`config.mk`:
```
export PLATFORM = sky130hd
export DESIGN_NAME = pls_led_strap
export DESIGN_NICKNAME = d
export VERILOG_FILES = /design/src/pls_pkg.sv /design/src/pls_pin_sync.sv /design/src/pls_blink.sv /design/src/pls_led_strap.sv
export SDC_FILE = /design/constraint.sdc
export NUM_CORES = 1
export LEC_CHECK = 0
export ABC_AREA = 1
export BUFFER_PORTS_ARGS = -buffer_cell sky130_fd_sc_hd__buf_2
export CORE_ASPECT_RATIO = 1.1
export CORE_MARGIN = 5
export CORE_UTILIZATION = 44
export DETAILED_ROUTE_END_ITERATION = 7
export PLACE_DENSITY = 0.72
export RECOVER_POWER = 25
export SLEW_MARGIN = 20
export SYNTH_ARGS = -nofsm -noshare
export SYNTH_HDL_FRONTEND = slang
export SYNTH_SLANG_ARGS = --single-unit
```
`constraint.sdc`:
```
create_clock -name sys_clk -period 3.1 [get_ports sys_clk]
set_input_delay 0.155 -clock sys_clk [delete_from_list [all_inputs] [get_ports sys_clk]]
set_output_delay 0.155 -clock sys_clk [all_outputs]
set_load 0.02 [all_outputs]
```
`src/pls_pkg.sv`:
```
// Purpose: shared constants for the dual-use indicator/strap pin block
// Assumes: 10 MHz sys_clk, 32-bit register bus with byte addresses
// Notes:   register indices map to byte address = index * 4
package pls_pkg;
    localparam int unsigned CLK_HZ          = 10_000_000;
    localparam int unsigned ACT_BLINK_MS    = 50;
    localparam int unsigned ACT_TICK_CYCLES = (ACT_BLINK_MS * (CLK_HZ / 1000) > 0) ?
                                              ACT_BLINK_MS * (CLK_HZ / 1000) : 1;
    localparam int unsigned BLINK_CNT_W     = 24;

    // register indices
    localparam logic [5:0] IDX_CTRL0      = 6'h00;
    localparam logic [5:0] IDX_VENDOR_1F  = 6'h1f;
    localparam logic [5:0] IDX_INT_STATUS = 6'h20;
    localparam logic [5:0] IDX_INT_MASK   = 6'h21;
    localparam logic [5:0] IDX_LINE_STATE = 6'h22;

    // control register 0 fields
    localparam int unsigned CTRL0_SPEED_BIT   = 13;
    localparam int unsigned CTRL0_ANEG_BIT    = 12;
    localparam int unsigned CTRL0_DUPLEX_BIT  = 8;
    // vendor register 0x1f field
    localparam int unsigned VEND_INT_POL_BIT  = 9;
    localparam logic        VEND_INT_POL_RST  = 1'b0;

    // interrupt events
    localparam int unsigned EV_COUNT  = 3;
    localparam int unsigned EV_LINK   = 0;
    localparam int unsigned EV_MODE   = 1;
    localparam int unsigned EV_COL    = 2;
    localparam logic [EV_COUNT-1:0] INT_MASK_RST = 3'h0;

    // line state fields
    localparam int unsigned LS_LINK     = 0;
    localparam int unsigned LS_SPEED    = 1;
    localparam int unsigned LS_DUPLEX   = 2;
    localparam int unsigned LS_COL      = 3;
    localparam int unsigned LS_TEST     = 4;
    localparam int unsigned LS_ADDR0    = 5;

    // pin order on the synchroniser
    localparam int unsigned PIN_COUNT   = 5;
    localparam int unsigned PIN_IRQ     = 0;
    localparam int unsigned PIN_LINKACT = 1;
    localparam int unsigned PIN_SPEED   = 2;
    localparam int unsigned PIN_DUPLEX  = 3;
    localparam int unsigned PIN_COL     = 4;

    localparam logic [31:0] READ_ZERO = 32'h0000_0000;
endpackage : pls_pkg

```
`src/pls_pin_sync.sv`:
```
// Purpose: two-flop synchroniser for the pad inputs
// Assumes: inputs are asynchronous to sys_clk
// Notes:   no reset, so strap levels flow through while reset is held
module pls_pin_sync
    import pls_pkg::*;
#(
    parameter int unsigned W = PIN_COUNT
) (
    input  wire logic         sys_clk,
    input  wire logic [W-1:0] pinRaw,
    output logic      [W-1:0] pinSync
);
    logic [W-1:0] stage1;

    always_ff @(posedge sys_clk) begin
        stage1  <= pinRaw;
        pinSync <= stage1;
    end
endmodule : pls_pin_sync

```
`src/pls_blink.sv`:
```
// Purpose: activity blink generator for the link/activity indicator
// Assumes: activity is a same-clock pulse or level from the receive logic
// Notes:   one blink phase per tick; a short burst still shows one blink
module pls_blink
    import pls_pkg::*;
#(
    parameter int unsigned TICK_CYCLES = ACT_TICK_CYCLES
) (
    input  wire logic sys_clk,
    input  wire logic rst_n,
    input  wire logic activity,
    input  wire logic linkUp,
    output logic      ledOn
);
    logic [BLINK_CNT_W-1:0] cnt;
    logic [BLINK_CNT_W-1:0] next_cnt;
    logic                   pending;
    logic                   next_pending;
    logic                   phase;
    logic                   next_phase;
    logic                   tick;

    always_comb begin
        tick         = (cnt == BLINK_CNT_W'(TICK_CYCLES - 1));
        next_cnt     = tick ? '0 : cnt + 1'b1;
        next_pending = pending | activity;
        next_phase   = phase;
        if (tick) begin
            next_pending = activity;
            next_phase   = pending ? ~phase : 1'b0;
        end
        if (!rst_n) begin
            next_cnt     = '0;
            next_pending = 1'b0;
            next_phase   = 1'b0;
        end
    end

    always_ff @(posedge sys_clk) begin
        cnt     <= next_cnt;
        pending <= next_pending;
        phase   <= next_phase;
    end

    // off phase of a blink blanks the lamp
    assign ledOn = linkUp & ~phase;
endmodule : pls_blink

```
`src/pls_led_strap.sv`:
```
// Purpose: dual-use strap / indicator pins with register access
// Assumes: line status inputs come from logic on sys_clk
// Notes:   pins stay inputs through reset; straps seed control register 0
// Function
// interrupt pin strap sets management address bit0
// interrupt pin output, polarity from vendor bit9
// link/activity lamp active low, toggles on activity
// link/activity pulled low at reset: test mode
// speed pin strap into control bit13
// speed lamp low for 100M, high 10M
// duplex pin strap into control bit8
// duplex lamp low full, high half
// collision pin strap into autoneg bit12
// collision lamp high when no collision
// collision lamp low; pins output after release
//
// Design decisions made here: the address map and register access over Avalon-MM.
module pls_led_strap
    import pls_pkg::*;
#(
    parameter int unsigned ACT_TICK = ACT_TICK_CYCLES
) (
    input  wire logic        sys_clk,
    input  wire logic        rst_n,
    // avalon-mm slave
    input  wire logic [7:0]  address,
    input  wire logic        read,
    input  wire logic        write,
    input  wire logic [31:0] writedata,
    input  wire logic [3:0]  byteenable,
    output logic      [31:0] readdata,
    output logic             waitrequest,
    // line status from the transceiver core
    input  wire logic        linkUp,
    input  wire logic        activity,
    input  wire logic        speed100,
    input  wire logic        fullDuplex,
    input  wire logic        collision,
    // dual-use pins
    input  wire logic        irqPinIn,
    output logic             irqPinOut,
    output logic             irqPinOe,
    input  wire logic        linkActPinIn,
    output logic             linkActPinOut,
    output logic             linkActPinOe,
    input  wire logic        speedPinIn,
    output logic             speedPinOut,
    output logic             speedPinOe,
    input  wire logic        duplexPinIn,
    output logic             duplexPinOut,
    output logic             duplexPinOe,
    input  wire logic        colPinIn,
    output logic             colPinOut,
    output logic             colPinOe,
    // configuration to the rest of the device
    output logic             mgmtAddrBit0,
    output logic             testMode,
    output logic             speedSel,
    output logic             autonegEnable,
    output logic             duplexSel,
    output logic             irq
);
    logic [PIN_COUNT-1:0] pinSync;
    logic                 blinkOn;

    pls_pin_sync #(.W(PIN_COUNT)) u_sync (
        .sys_clk (sys_clk),
        .pinRaw  ({colPinIn, duplexPinIn, speedPinIn, linkActPinIn, irqPinIn}),
        .pinSync (pinSync)
    );

    pls_blink #(.TICK_CYCLES(ACT_TICK)) u_blink (
        .sys_clk  (sys_clk),
        .rst_n    (rst_n),
        .activity (activity),
        .linkUp   (linkUp),
        .ledOn    (blinkOn)
    );

    function automatic logic regHit(input logic [7:0] addr, input logic [5:0] idx);
        regHit = (addr == {idx, 2'b00});
    endfunction : regHit

    // ---------------- configuration, straps, interrupts, bus
    logic                next_mgmtAddrBit0;
    logic                next_testMode;
    logic                next_speedSel;
    logic                next_autonegEnable;
    logic                next_duplexSel;
    logic                intActiveHigh;
    logic                next_intActiveHigh;
    logic [EV_COUNT-1:0] intStatus;
    logic [EV_COUNT-1:0] next_intStatus;
    logic [EV_COUNT-1:0] intMask;
    logic [EV_COUNT-1:0] next_intMask;
    logic                prevLink;
    logic                prevMode;
    logic                prevCol;
    logic                next_prevLink;
    logic                next_prevMode;
    logic                next_prevCol;
    logic                next_irq;
    logic                next_waitrequest;
    logic [31:0]         next_readdata;
    logic [EV_COUNT-1:0] events;
    logic [EV_COUNT-1:0] clearBits;
    logic                wrTaken;
    logic                modeNow;
    logic [31:0]         rdValue;

    always_comb begin
        next_mgmtAddrBit0  = mgmtAddrBit0;
        next_testMode      = testMode;
        next_speedSel      = speedSel;
        next_autonegEnable = autonegEnable;
        next_duplexSel     = duplexSel;
        next_intActiveHigh = intActiveHigh;
        next_intMask       = intMask;
        modeNow            = speed100 ^ fullDuplex;
        next_prevLink      = linkUp;
        next_prevMode      = modeNow;
        next_prevCol       = collision;
        events             = '0;
        events[EV_LINK]    = linkUp ^ prevLink;
        events[EV_MODE]    = (speed100 ^ fullDuplex) ^ prevMode;
        events[EV_COL]     = collision & ~prevCol;
        wrTaken            = write & ~waitrequest;
        clearBits          = '0;

        rdValue = READ_ZERO;
        if (regHit(address, IDX_CTRL0)) begin
            rdValue[CTRL0_SPEED_BIT]  = speedSel;
            rdValue[CTRL0_ANEG_BIT]   = autonegEnable;
            rdValue[CTRL0_DUPLEX_BIT] = duplexSel;
        end else if (regHit(address, IDX_VENDOR_1F)) begin
            rdValue[VEND_INT_POL_BIT] = intActiveHigh;
        end else if (regHit(address, IDX_INT_STATUS)) begin
            rdValue[EV_COUNT-1:0] = intStatus;
        end else if (regHit(address, IDX_INT_MASK)) begin
            rdValue[EV_COUNT-1:0] = intMask;
        end else if (regHit(address, IDX_LINE_STATE)) begin
            rdValue[LS_LINK]   = linkUp;
            rdValue[LS_SPEED]  = speed100;
            rdValue[LS_DUPLEX] = fullDuplex;
            rdValue[LS_COL]    = collision;
            rdValue[LS_TEST]   = testMode;
            rdValue[LS_ADDR0]  = mgmtAddrBit0;
        end

        if (wrTaken) begin
            if (regHit(address, IDX_CTRL0)) begin
                if (byteenable[1]) begin
                    next_speedSel      = writedata[CTRL0_SPEED_BIT];
                    next_autonegEnable = writedata[CTRL0_ANEG_BIT];
                    next_duplexSel     = writedata[CTRL0_DUPLEX_BIT];
                end
            end else if (regHit(address, IDX_VENDOR_1F)) begin
                if (byteenable[1]) begin
                    next_intActiveHigh = writedata[VEND_INT_POL_BIT];
                end
            end else if (regHit(address, IDX_INT_STATUS)) begin
                if (byteenable[0]) begin
                    clearBits = writedata[EV_COUNT-1:0];
                end
            end else if (regHit(address, IDX_INT_MASK)) begin
                if (byteenable[0]) begin
                    next_intMask = writedata[EV_COUNT-1:0];
                end
            end
        end
        // a new event beats a same-cycle clear
        next_intStatus   = (intStatus & ~clearBits) | events;
        next_irq         = |(intStatus & intMask);
        // one wait cycle, then a single ready cycle
        next_waitrequest = ~((read | write) & waitrequest);
        next_readdata    = ((read | write) & waitrequest) ? rdValue : readdata;

        if (!rst_n) begin
            // pads are still inputs here, so their pulls are visible
            next_mgmtAddrBit0  = pinSync[PIN_IRQ];
            next_testMode      = ~pinSync[PIN_LINKACT];
            next_speedSel      = pinSync[PIN_SPEED];
            next_duplexSel     = pinSync[PIN_DUPLEX];
            next_autonegEnable = pinSync[PIN_COL];
            next_intActiveHigh = VEND_INT_POL_RST;
            next_intMask       = INT_MASK_RST;
            next_intStatus     = '0;
            next_prevLink      = 1'b0;
            next_prevMode      = 1'b0;
            next_prevCol       = 1'b0;
            next_irq           = 1'b0;
            next_waitrequest   = 1'b1;
            next_readdata      = READ_ZERO;
        end
    end

    always_ff @(posedge sys_clk) begin
        mgmtAddrBit0  <= next_mgmtAddrBit0;
        testMode      <= next_testMode;
        speedSel      <= next_speedSel;
        autonegEnable <= next_autonegEnable;
        duplexSel     <= next_duplexSel;
        intActiveHigh <= next_intActiveHigh;
        intStatus     <= next_intStatus;
        intMask       <= next_intMask;
        prevLink      <= next_prevLink;
        prevMode      <= next_prevMode;
        prevCol       <= next_prevCol;
        irq           <= next_irq;
        waitrequest   <= next_waitrequest;
        readdata      <= next_readdata;
    end

    // ---------------- pin drivers
    logic next_pinOe;
    logic next_irqPinOut;
    logic next_linkActPinOut;
    logic next_speedPinOut;
    logic next_duplexPinOut;
    logic next_colPinOut;

    always_comb begin
        next_pinOe         = rst_n;
        next_irqPinOut     = intActiveHigh ? (|(intStatus & intMask))
                                           : ~(|(intStatus & intMask));
        next_linkActPinOut = ~blinkOn;
        next_speedPinOut   = ~speed100;
        next_duplexPinOut  = ~fullDuplex;
        next_colPinOut     = ~collision;
        if (!rst_n) begin
            next_irqPinOut     = 1'b1;
            next_linkActPinOut = 1'b1;
            next_speedPinOut   = 1'b1;
            next_duplexPinOut  = 1'b1;
            next_colPinOut     = 1'b1;
        end
    end

    always_ff @(posedge sys_clk) begin
        irqPinOe      <= next_pinOe;
        linkActPinOe  <= next_pinOe;
        speedPinOe    <= next_pinOe;
        duplexPinOe   <= next_pinOe;
        colPinOe      <= next_pinOe;
        irqPinOut     <= next_irqPinOut;
        linkActPinOut <= next_linkActPinOut;
        speedPinOut   <= next_speedPinOut;
        duplexPinOut  <= next_duplexPinOut;
        colPinOut     <= next_colPinOut;
    end
endmodule : pls_led_strap

```
Word level (Yosys, flattened, before mapping) --
Index checks and enable logic that the tools add are counted.
Word-level totals: register bits 69, latch bits 0, RAM bits 0, bits in read-only memories 0, input bits 58, word-level logic and storage cells 98, memories kept 0
Operators by class: add/subtract/negate cells 1, multipliers 0, divide/modulo/power cells 0, magnitude comparators 0, equality and inequality tests 8, shifts and indexed selects 0, mux-type cells 31, bitwise gates (word level) 27, reduce and logical (&&, ||, !) cells 6
Operators by type and width (number):
- 2-to-1 mux 3 bit | 9
- adder 24 x 1 -> 24 bit, second input constant | 1
- equality test 24 x 19 -> 1 bit, second input constant | 1
- equality test 8 bit, second input constant | 3
- 2-to-1 mux 1 bit | 18
- 2-to-1 mux 6 bit | 3
- inverter 1 bit | 14
- equality test 8 x 7 -> 1 bit, second input constant | 1
- logical NOT 8 bit | 1
- AND 3 bit | 2
- != test 2 x 1 -> 1 bit, second input constant | 3
- AND reduction 6 bit | 1
- AND 1 bit | 4
- AND reduction 4 bit | 1
- inverter 3 bit | 1
- bitwise OR 3 bit | 1
- AND reduction 3 bit | 1
- OR reduction 3 bit | 1
- bitwise XOR 1 bit | 3
- 2-to-1 mux 2 bit | 1
- bitwise OR 1 bit | 2
- OR reduction 2 bit | 1

Longest topological paths before layout --
Gate-level depths: netlist of the first run.
word-level depth 8, depth in mapped cells 9, depth with buffers taken out 9

Hierarchy --
A second synthesis of the first run with hierarchy kept.
Unflattened totals: cells, all modules 432, area, all modules 3245.6 sq um
Modules (own cells, without submodules):
- pls_led_strap | instances 1, cells an instance 208, area each 1659.1 sq um, sequential area each 710.7 sq um
- pls_blink | instances 1, cells an instance 214, area each 1386.3 sq um, sequential area each 520.5 sq um
- pls_pin_sync | instances 1, cells an instance 10, area each 200.2 sq um, sequential area each 200.2 sq um

Worst setup path after synthesis of the first run --
OpenSTA, ideal clock, no wires.
path type register to register, start register u_blink.cnt[0], end register u_blink.cnt[12], setup time 0.115 ns, arrival time 1.273 ns, data required time 2.985 ns, slack 1.713 ns, cell stages (with the launch flop) 10, buffers on the path 1, period minus slack after synthesis 1.387 ns, cell sequence dfxtp_1 ha_1 nand2_1 nor2_4 inv_2 nor2_4 nand3_4 nand2_4 buf_6 nor2_1
On the way: cells in the longest elaborated chain, start to end 2, elaborated cells on any way between the ends 3, those cells by class add/sub (1); eq/ne (1); reduce/logical (1)
RTL lines:
- from (decl) | RTL line pls_blink.sv:15 | logic [BLINK_CNT_W-1:0] cnt;
- from (signal assigned) | RTL line pls_blink.sv:40 | cnt <= next_cnt;
- branches (longest 2 deep; another with adder 24 x 1 -> 24 bit)
Several ways; the timed one is not identified. A chain may end at the register's enable or synchronous reset.

Final worst setup path of the first run --
start input port rst_n, end register speedSel, data pin
On the way: cells in the longest elaborated chain, start to end 1
RTL lines:
- from (decl) | RTL line pls_led_strap.sv:24 | input wire logic rst_n,
- 2-to-1 mux 1 bit | RTL line pls_led_strap.sv:178 | if (!rst_n) begin
- via next_speedSel | RTL line pls_led_strap.sv:87 | logic next_speedSel;
- to (signal assigned) | RTL line pls_led_strap.sv:200 | speedSel <= next_speedSel;
- to (decl) | RTL line pls_led_strap.sv:58 | output logic speedSel,
The timed path passes the listed nets, and every way through them passes these cells.

==> impl_metrics.tcl, run 1 <==
set metrics [dict create \
    p_int_mw 1.258 \
    grt_overflow_total 0 \
    via_count 2719 \
    multiInputGateArea_um2 1418 \
    period_minus_slack_ns 1.811 \
    finalHoldViolations 0 \
    min-delay-start "fullDuplex" \
    synth_cell_types 31 \
    drive_gt1_frac 0.1759 \
    dieArea_um2 8945 \
    syn_avg_cell_area_um2 7.492 \
    start_util 0.4491 \
    pwr-share-seq 0.550 \
    path_cells "clkbuf_1 > clkinv_1 > nand2_1 > nand2_1" \
    antenna_found_initial 0 \
    grt_pass1_vias 2565 \
    area_growth_pct 14.95 \
    endpoint_kind "register" \
    setup_ws_ns 1.289 \
    setup_violations 0 \
    cpPeakStageDelay_ns 0.76 \
    grt_usage 0.1502 \
    hp-class "input pin to register" \
    p_switching_mw 0.4430 \
    die_w_um 90.63 \
    hpwl_um 5069 \
    outcome "completed" \
    cp_max_fo 21 \
    fmax_ghz 0.5522 \
    netlist_instances 420 \
    grt_max_degree 25 \
    synth_seq_cells 69 \
    antenna_left 0 \
    rsz0062_at_grt "false" \
    clock_power_share 0.365 \
    crit_start "rst_n" \
    utilization 0.5163 \
    reg2regPathDepth 8 \
    reg2reg_from "u_blink.cnt[0]" \
    max_cap_violations 0 \
    nets 543 \
    slew_violations 0 \
    synth_area_um2 3147 \
    gp_congestion 0.9225 \
    htree_num_levels 3 \
    drc_errors 0 \
    r2r_slack_ns 1.51 \
    drt-total-wl_um 6635 \
    io_buffers 57 \
    crit_arrival_ns 1.91 \
    critical_path_class "input pin to register" \
    seq_area_um2 1431 \
    numCtsBuffers 9 \
    critPathMostFrequentCell "nand2_1" \
    clock_skew_ns 0.006198 \
    dpl_worst_slack_ns 1.478 \
    clock_latency_ns 0.34 \
    grt_first_pass_wirelength_um 11050 \
    diodes 0 \
    firstDrtPassIters 4 \
    io_pins 107 \
    cts_root_buffer "clkbuf_8" \
    comb_power_share 0.085 \
    swShare 0.2605 \
    avgViaCountPerCell 4.737 \
    r2r-end "u_blink.cnt[16]" \
    cp.required_ns 3.19 \
    cp_slowest_cell "clkinv_1" \
    clkSinkCount 69 \
    clkSlewWorstSetupHoldPaths_ns 0.07 \
    worstMarginPinSlew_ns 0.9950 \
    fin_crit_sh 0.5841 \
    wl_per_cell_um 11.56 \
    ys_seq_area_frac 0.4549 \
    setup_tns_ns 0 \
    crit_path_end "speedSel" \
    slew_headroom 0.3366 \
    power_density_nw_per_um2 470.2 \
    fill_cells 695 \
    cts_buffer_depth 2 \
    rows 32 \
    peakVddDrop_v 0.0002252 \
    drt_iter0_drc 112 \
    tritoncts "yes" \
    hold_depth 2 \
    total_power_mw 1.701 \
    startpoint_type "input pin" \
    coreArea_um2 7007 \
    yosysWarnings 0 \
    floorplan.die.height_um 98.70 \
    power.static_leakage_nw 1.468 \
]
sequential cells by signal, indices dropped and copies added (netlist names), 3 cells and up:
register        cells
intMask             3
intStatus           3
readdata           10
u_blink.cnt        24
u_sync.pinSync      5
u_sync.stage1       5
area by class of cell:
| class | count | share of cell area |
|---|---|---|
| Sequential cell | 69 | 0.3957 |
| Timing Repair Buffer | 65 | 0.09824 |
| Multi-Input combinational cell | 302 | 0.3919 |
| Clock inverter | 6 | 0.01107 |
| Clock buffer | 10 | 0.03528 |
| Tap cell | 85 | 0.02940 |
| Inverter | 37 | 0.03839 |
how the worst min path moves through the flow:
stage | end
final | duplexPinOut
after global routing | duplexPinOut
after CTS | duplexPinOut
after detailed placement | u_sync.stage1[2]
after global placement | u_sync.stage1[4]
after floorplan | colPinOe
per-stage QoR:
stage          hold WS [ns]  instance area, µm²  cells
6_report            0.02818                3617    574
5_1_grt            0.009556                3617    574
4_1_cts            0.008117                3625    574
3_5_place_dp         0.2591                3387    551
3_3_place_gp         0.2580                3387    551
2_1_floorplan        0.1827                3226    441
critical path, delay by kind of cell:
| kind | cells | cell delay (ns) |
|---|---|---|
| simple gates | 2 | 0.27 |
| buf+inv | 2 | 1.48 |
timing repair:
action | CTS | global route
hold buffers | 7 | 0
hold endpoints to repair | 7 | 0
buffers inserted | 0 | 0
gates resized for setup | 0 | 0
cells in the mapped netlist, drive strengths merged:
master / instances / area share
or2: 1 / 0.0020
nor3: 5 / 0.013
clkbuf: 3 / 0.0036
a21oi: 26 / 0.041
nand4: 6 / 0.012
conb: 1 / 0.0012
nor3b: 1 / 0.0024
inv: 36 / 0.043
xnor2: 7 / 0.019
buf: 30 / 0.072
clkinv: 1 / 0.0012
nand3: 39 / 0.066
nand2: 112 / 0.14
ha: 1 / 0.0040
dfxtp: 64 / 0.41
nor2: 68 / 0.093
xor2: 6 / 0.017
o21ai: 3 / 0.0048
nand3b: 5 / 0.012
edfxtp: 5 / 0.048
cells in the final DEF (no fill, tap or decap), drive strengths merged, types with 5 or more instances in the layout:
cell / instances
nand4: 6
inv: 36
buf: 52
clkbuf: 16
nand3: 39
nand3b: 5
conb: 22
nor3: 5
dfxtp: 64
xor2: 6
dlygate4sd3: 7
nand2: 112
edfxtp: 5
xnor2: 7
nor2: 68
a21oi: 26
clkinv: 6
metal layers:
layer  part of all wire  wire [µm]  GRT usage
met1               0.40       2666     0.1631
met2               0.50       3316     0.2616
met3              0.077        514    0.05496
met4              0.021        138    0.06529
met5                  0          0          0
power groups by stage:
stage	combinational [mW]	sequential (mW)	clock [mW]
after floorplan	0.108	0.966	0
after global placement	0.135	0.956	0
after detailed placement	0.138	0.957	0
after CTS	0.145	0.936	0.648
after global routing	0.160	0.939	0.696
final	0.144	0.936	0.621
logic make-up after synthesis:
family,Yosys count,synth area share
other cells,1,0.001192
flops,69,0.4549
simple gates,237,0.3380
xor+xnor,13,0.03618
buf+inv,70,0.1197
compound gates,29,0.04612
fa+ha+maj,1,0.003976
Note: power is estimated with default switching activity, not from simulation.
==> run 2, diff against run 1 <==
==> constraint.sdc (replaced) <==
create_clock -name sys_clk -period 1.9 [get_ports sys_clk]
set_input_delay 0.095 -clock sys_clk [delete_from_list [all_inputs] [get_ports sys_clk]]
set_output_delay 0.095 -clock sys_clk [all_outputs]
set_load 0.02 [all_outputs]
==> impl_metrics.tcl, run 2 (synthesis gave the netlist of run 1 again) <==
set metrics [dict create \
    crit_arrival_ns 1.83 \
    die_w_um 90.63 \
    grt_usage 0.1529 \
    drt_iter0_drc 99 \
    start_util 0.4491 \
    period_minus_slack_ns 1.598 \
    clock_skew_ns 0.01066 \
    crit_path_end "u_blink.cnt[16]" \
    numCtsBuffers 9 \
    floorplan.die.height_um 98.70 \
    hp-class "input pin to register" \
    grt_max_degree 25 \
    grt_pass1_vias 2533 \
    crit_start "u_blink.cnt[0]" \
    firstDrtPassIters 4 \
    setup_tns_ns 0 \
    outcome "completed" \
    worstMarginPinSlew_ns 0.9681 \
    cts_buffer_depth 2 \
    fill_cells 696 \
    drc_errors 0 \
    grt_overflow_total 0 \
    multiInputGateArea_um2 1418 \
    peakVddDrop_v 0.0005036 \
    io_buffers 57 \
    hpwl_um 4946 \
    antenna_found_initial 0 \
    slew_headroom 0.3546 \
    htree_num_levels 3 \
    reg2regPathDepth 8 \
    endpoint_kind "register" \
    startpoint_type "register" \
    avgViaCountPerCell 4.683 \
    wl_per_cell_um 11.31 \
    r2r_slack_ns 0.30 \
    drive_gt1_frac 0.1855 \
    tritoncts "yes" \
    rsz0062_at_grt "false" \
    place_inst 552 \
    largest_reg_flops 24 \
    area_growth_pct 18.41 \
    fin_cells 581 \
    cts_root_buffer "clkbuf_8" \
    seq_area_um2 1431 \
    final_cell_mix "nand2_1 (109), dfxtp_1 (64), nor2_1 (59), buf_2 (56), nand3_1 (38)" \
    post_cts_resized 0 \
    fin_crit_sh 0.8413 \
    nets 550 \
    power_density_nw_per_um2 805.3 \
    setup_violations 0 \
    dieArea_um2 8945 \
    diodes 0 \
    utilization 0.5318 \
    fmax_ghz 0.6256 \
    cp_max_fo 24 \
    clock_latency_ns 0.35 \
    max_cap_violations 0 \
    clkSlewWorstSetupHoldPaths_ns 0.08 \
    clkSinkCount 69 \
    top_regs "u_blink.cnt x24, readdata x10" \
    reg2reg_from "u_blink.cnt[0]" \
    antenna_left 0 \
    gp_congestion 0.9070 \
    grt_first_pass_wirelength_um 11140 \
    regMostFlops "u_blink.cnt" \
    cp.required_ns 2.13 \
    critical_path_class "register to register" \
    layout.cells.most_common "nand2_1" \
    rows 32 \
    r2r-end "u_blink.cnt[16]" \
    coreArea_um2 7007 \
    io_pins 107 \
    drt-total-wl_um 6574 \
    finalHoldViolations 0 \
    power.static_leakage_nw 1.518 \
    slew_violations 0 \
    via_count 2721 \
]
## run 2: cell types whose count changed in the layout (fill, tap and decap cells not counted)
cell,before,now
buf_2,51,56
bufinv_16,0,1
clkbuf_1,7,2
clkinv_2,3,0
clkinv_4,2,1
clkinvlp_4,1,2
dlygate4sd3_1,7,13
inv_6,0,2
inv_8,0,1
## run 2: timing repair
action / in CTS / in global routing
setup buffers: 0 / 0
hold endpoints to repair: 14 / 0
hold buffers: 13 / 0
## run 2: per-layer routing
layer / GRT usage / wire length, µm / up-vias
li1: - / - / 1421
met3: 0.05038 / 454 / 14
met4: 0.08018 / 177 / 0
met1: 0.1748 / 2783 / 1209
met5: 0 / 0 / -
met2: 0.2532 / 3158 / 77
## run 2: per-stage QoR
step                      hold WS (ns)  total power [mW]  area [µm²]  setup slack, ns
after global placement          0.1980             1.782        3395           0.3405
after detailed placement        0.1991             1.787        3395           0.2942
final                          0.02776             3.001        3726           0.3016
after global routing           0.02313             3.151        3726           0.1283
after floorplan                 0.1227             1.752        3226           0.5128
after CTS                     0.007016             3.050        3731           0.2798
## run 2: worst min-delay path by stage
stage                                   to  slack [ns]          from  cells after the start
final                            duplexSel        0.03  writedata[8]                      3
after global placement    u_sync.stage1[4]        0.20      colPinIn                      1
after floorplan                   colPinOe        0.12         rst_n                      0
after detailed placement  u_sync.stage1[3]        0.20   duplexPinIn                      1
after global routing             duplexSel        0.02  writedata[8]                      3
after CTS                        duplexSel       0.007  writedata[8]                      3
## run 2: worst max-delay path, stage by stage, from the launching register on
cell and delay [ns]:
dfxtp_1 0.36, ha_1 0.18, nand2_1 0.10, nor2_4 0.19
inv_2 0.08, nor2_4 0.13, nand3_4 0.10, nand2_4 0.25
nor2_1 0.09
## run 2: final cells by class
class,instances,area share
clock buffers,9,0.03324
clock inverters,7,0.02216
inverters,37,0.03727
multi-input cells,302,0.3805
flip-flops and latches,69,0.3842
well taps,85,0.02854
repair buffers,72,0.1142
## run 2: power breakdown
part	switching, mW	internal (mW)
clock network	0.602	0.626
logic	0.163	0.0835
registers	0.0195	1.51
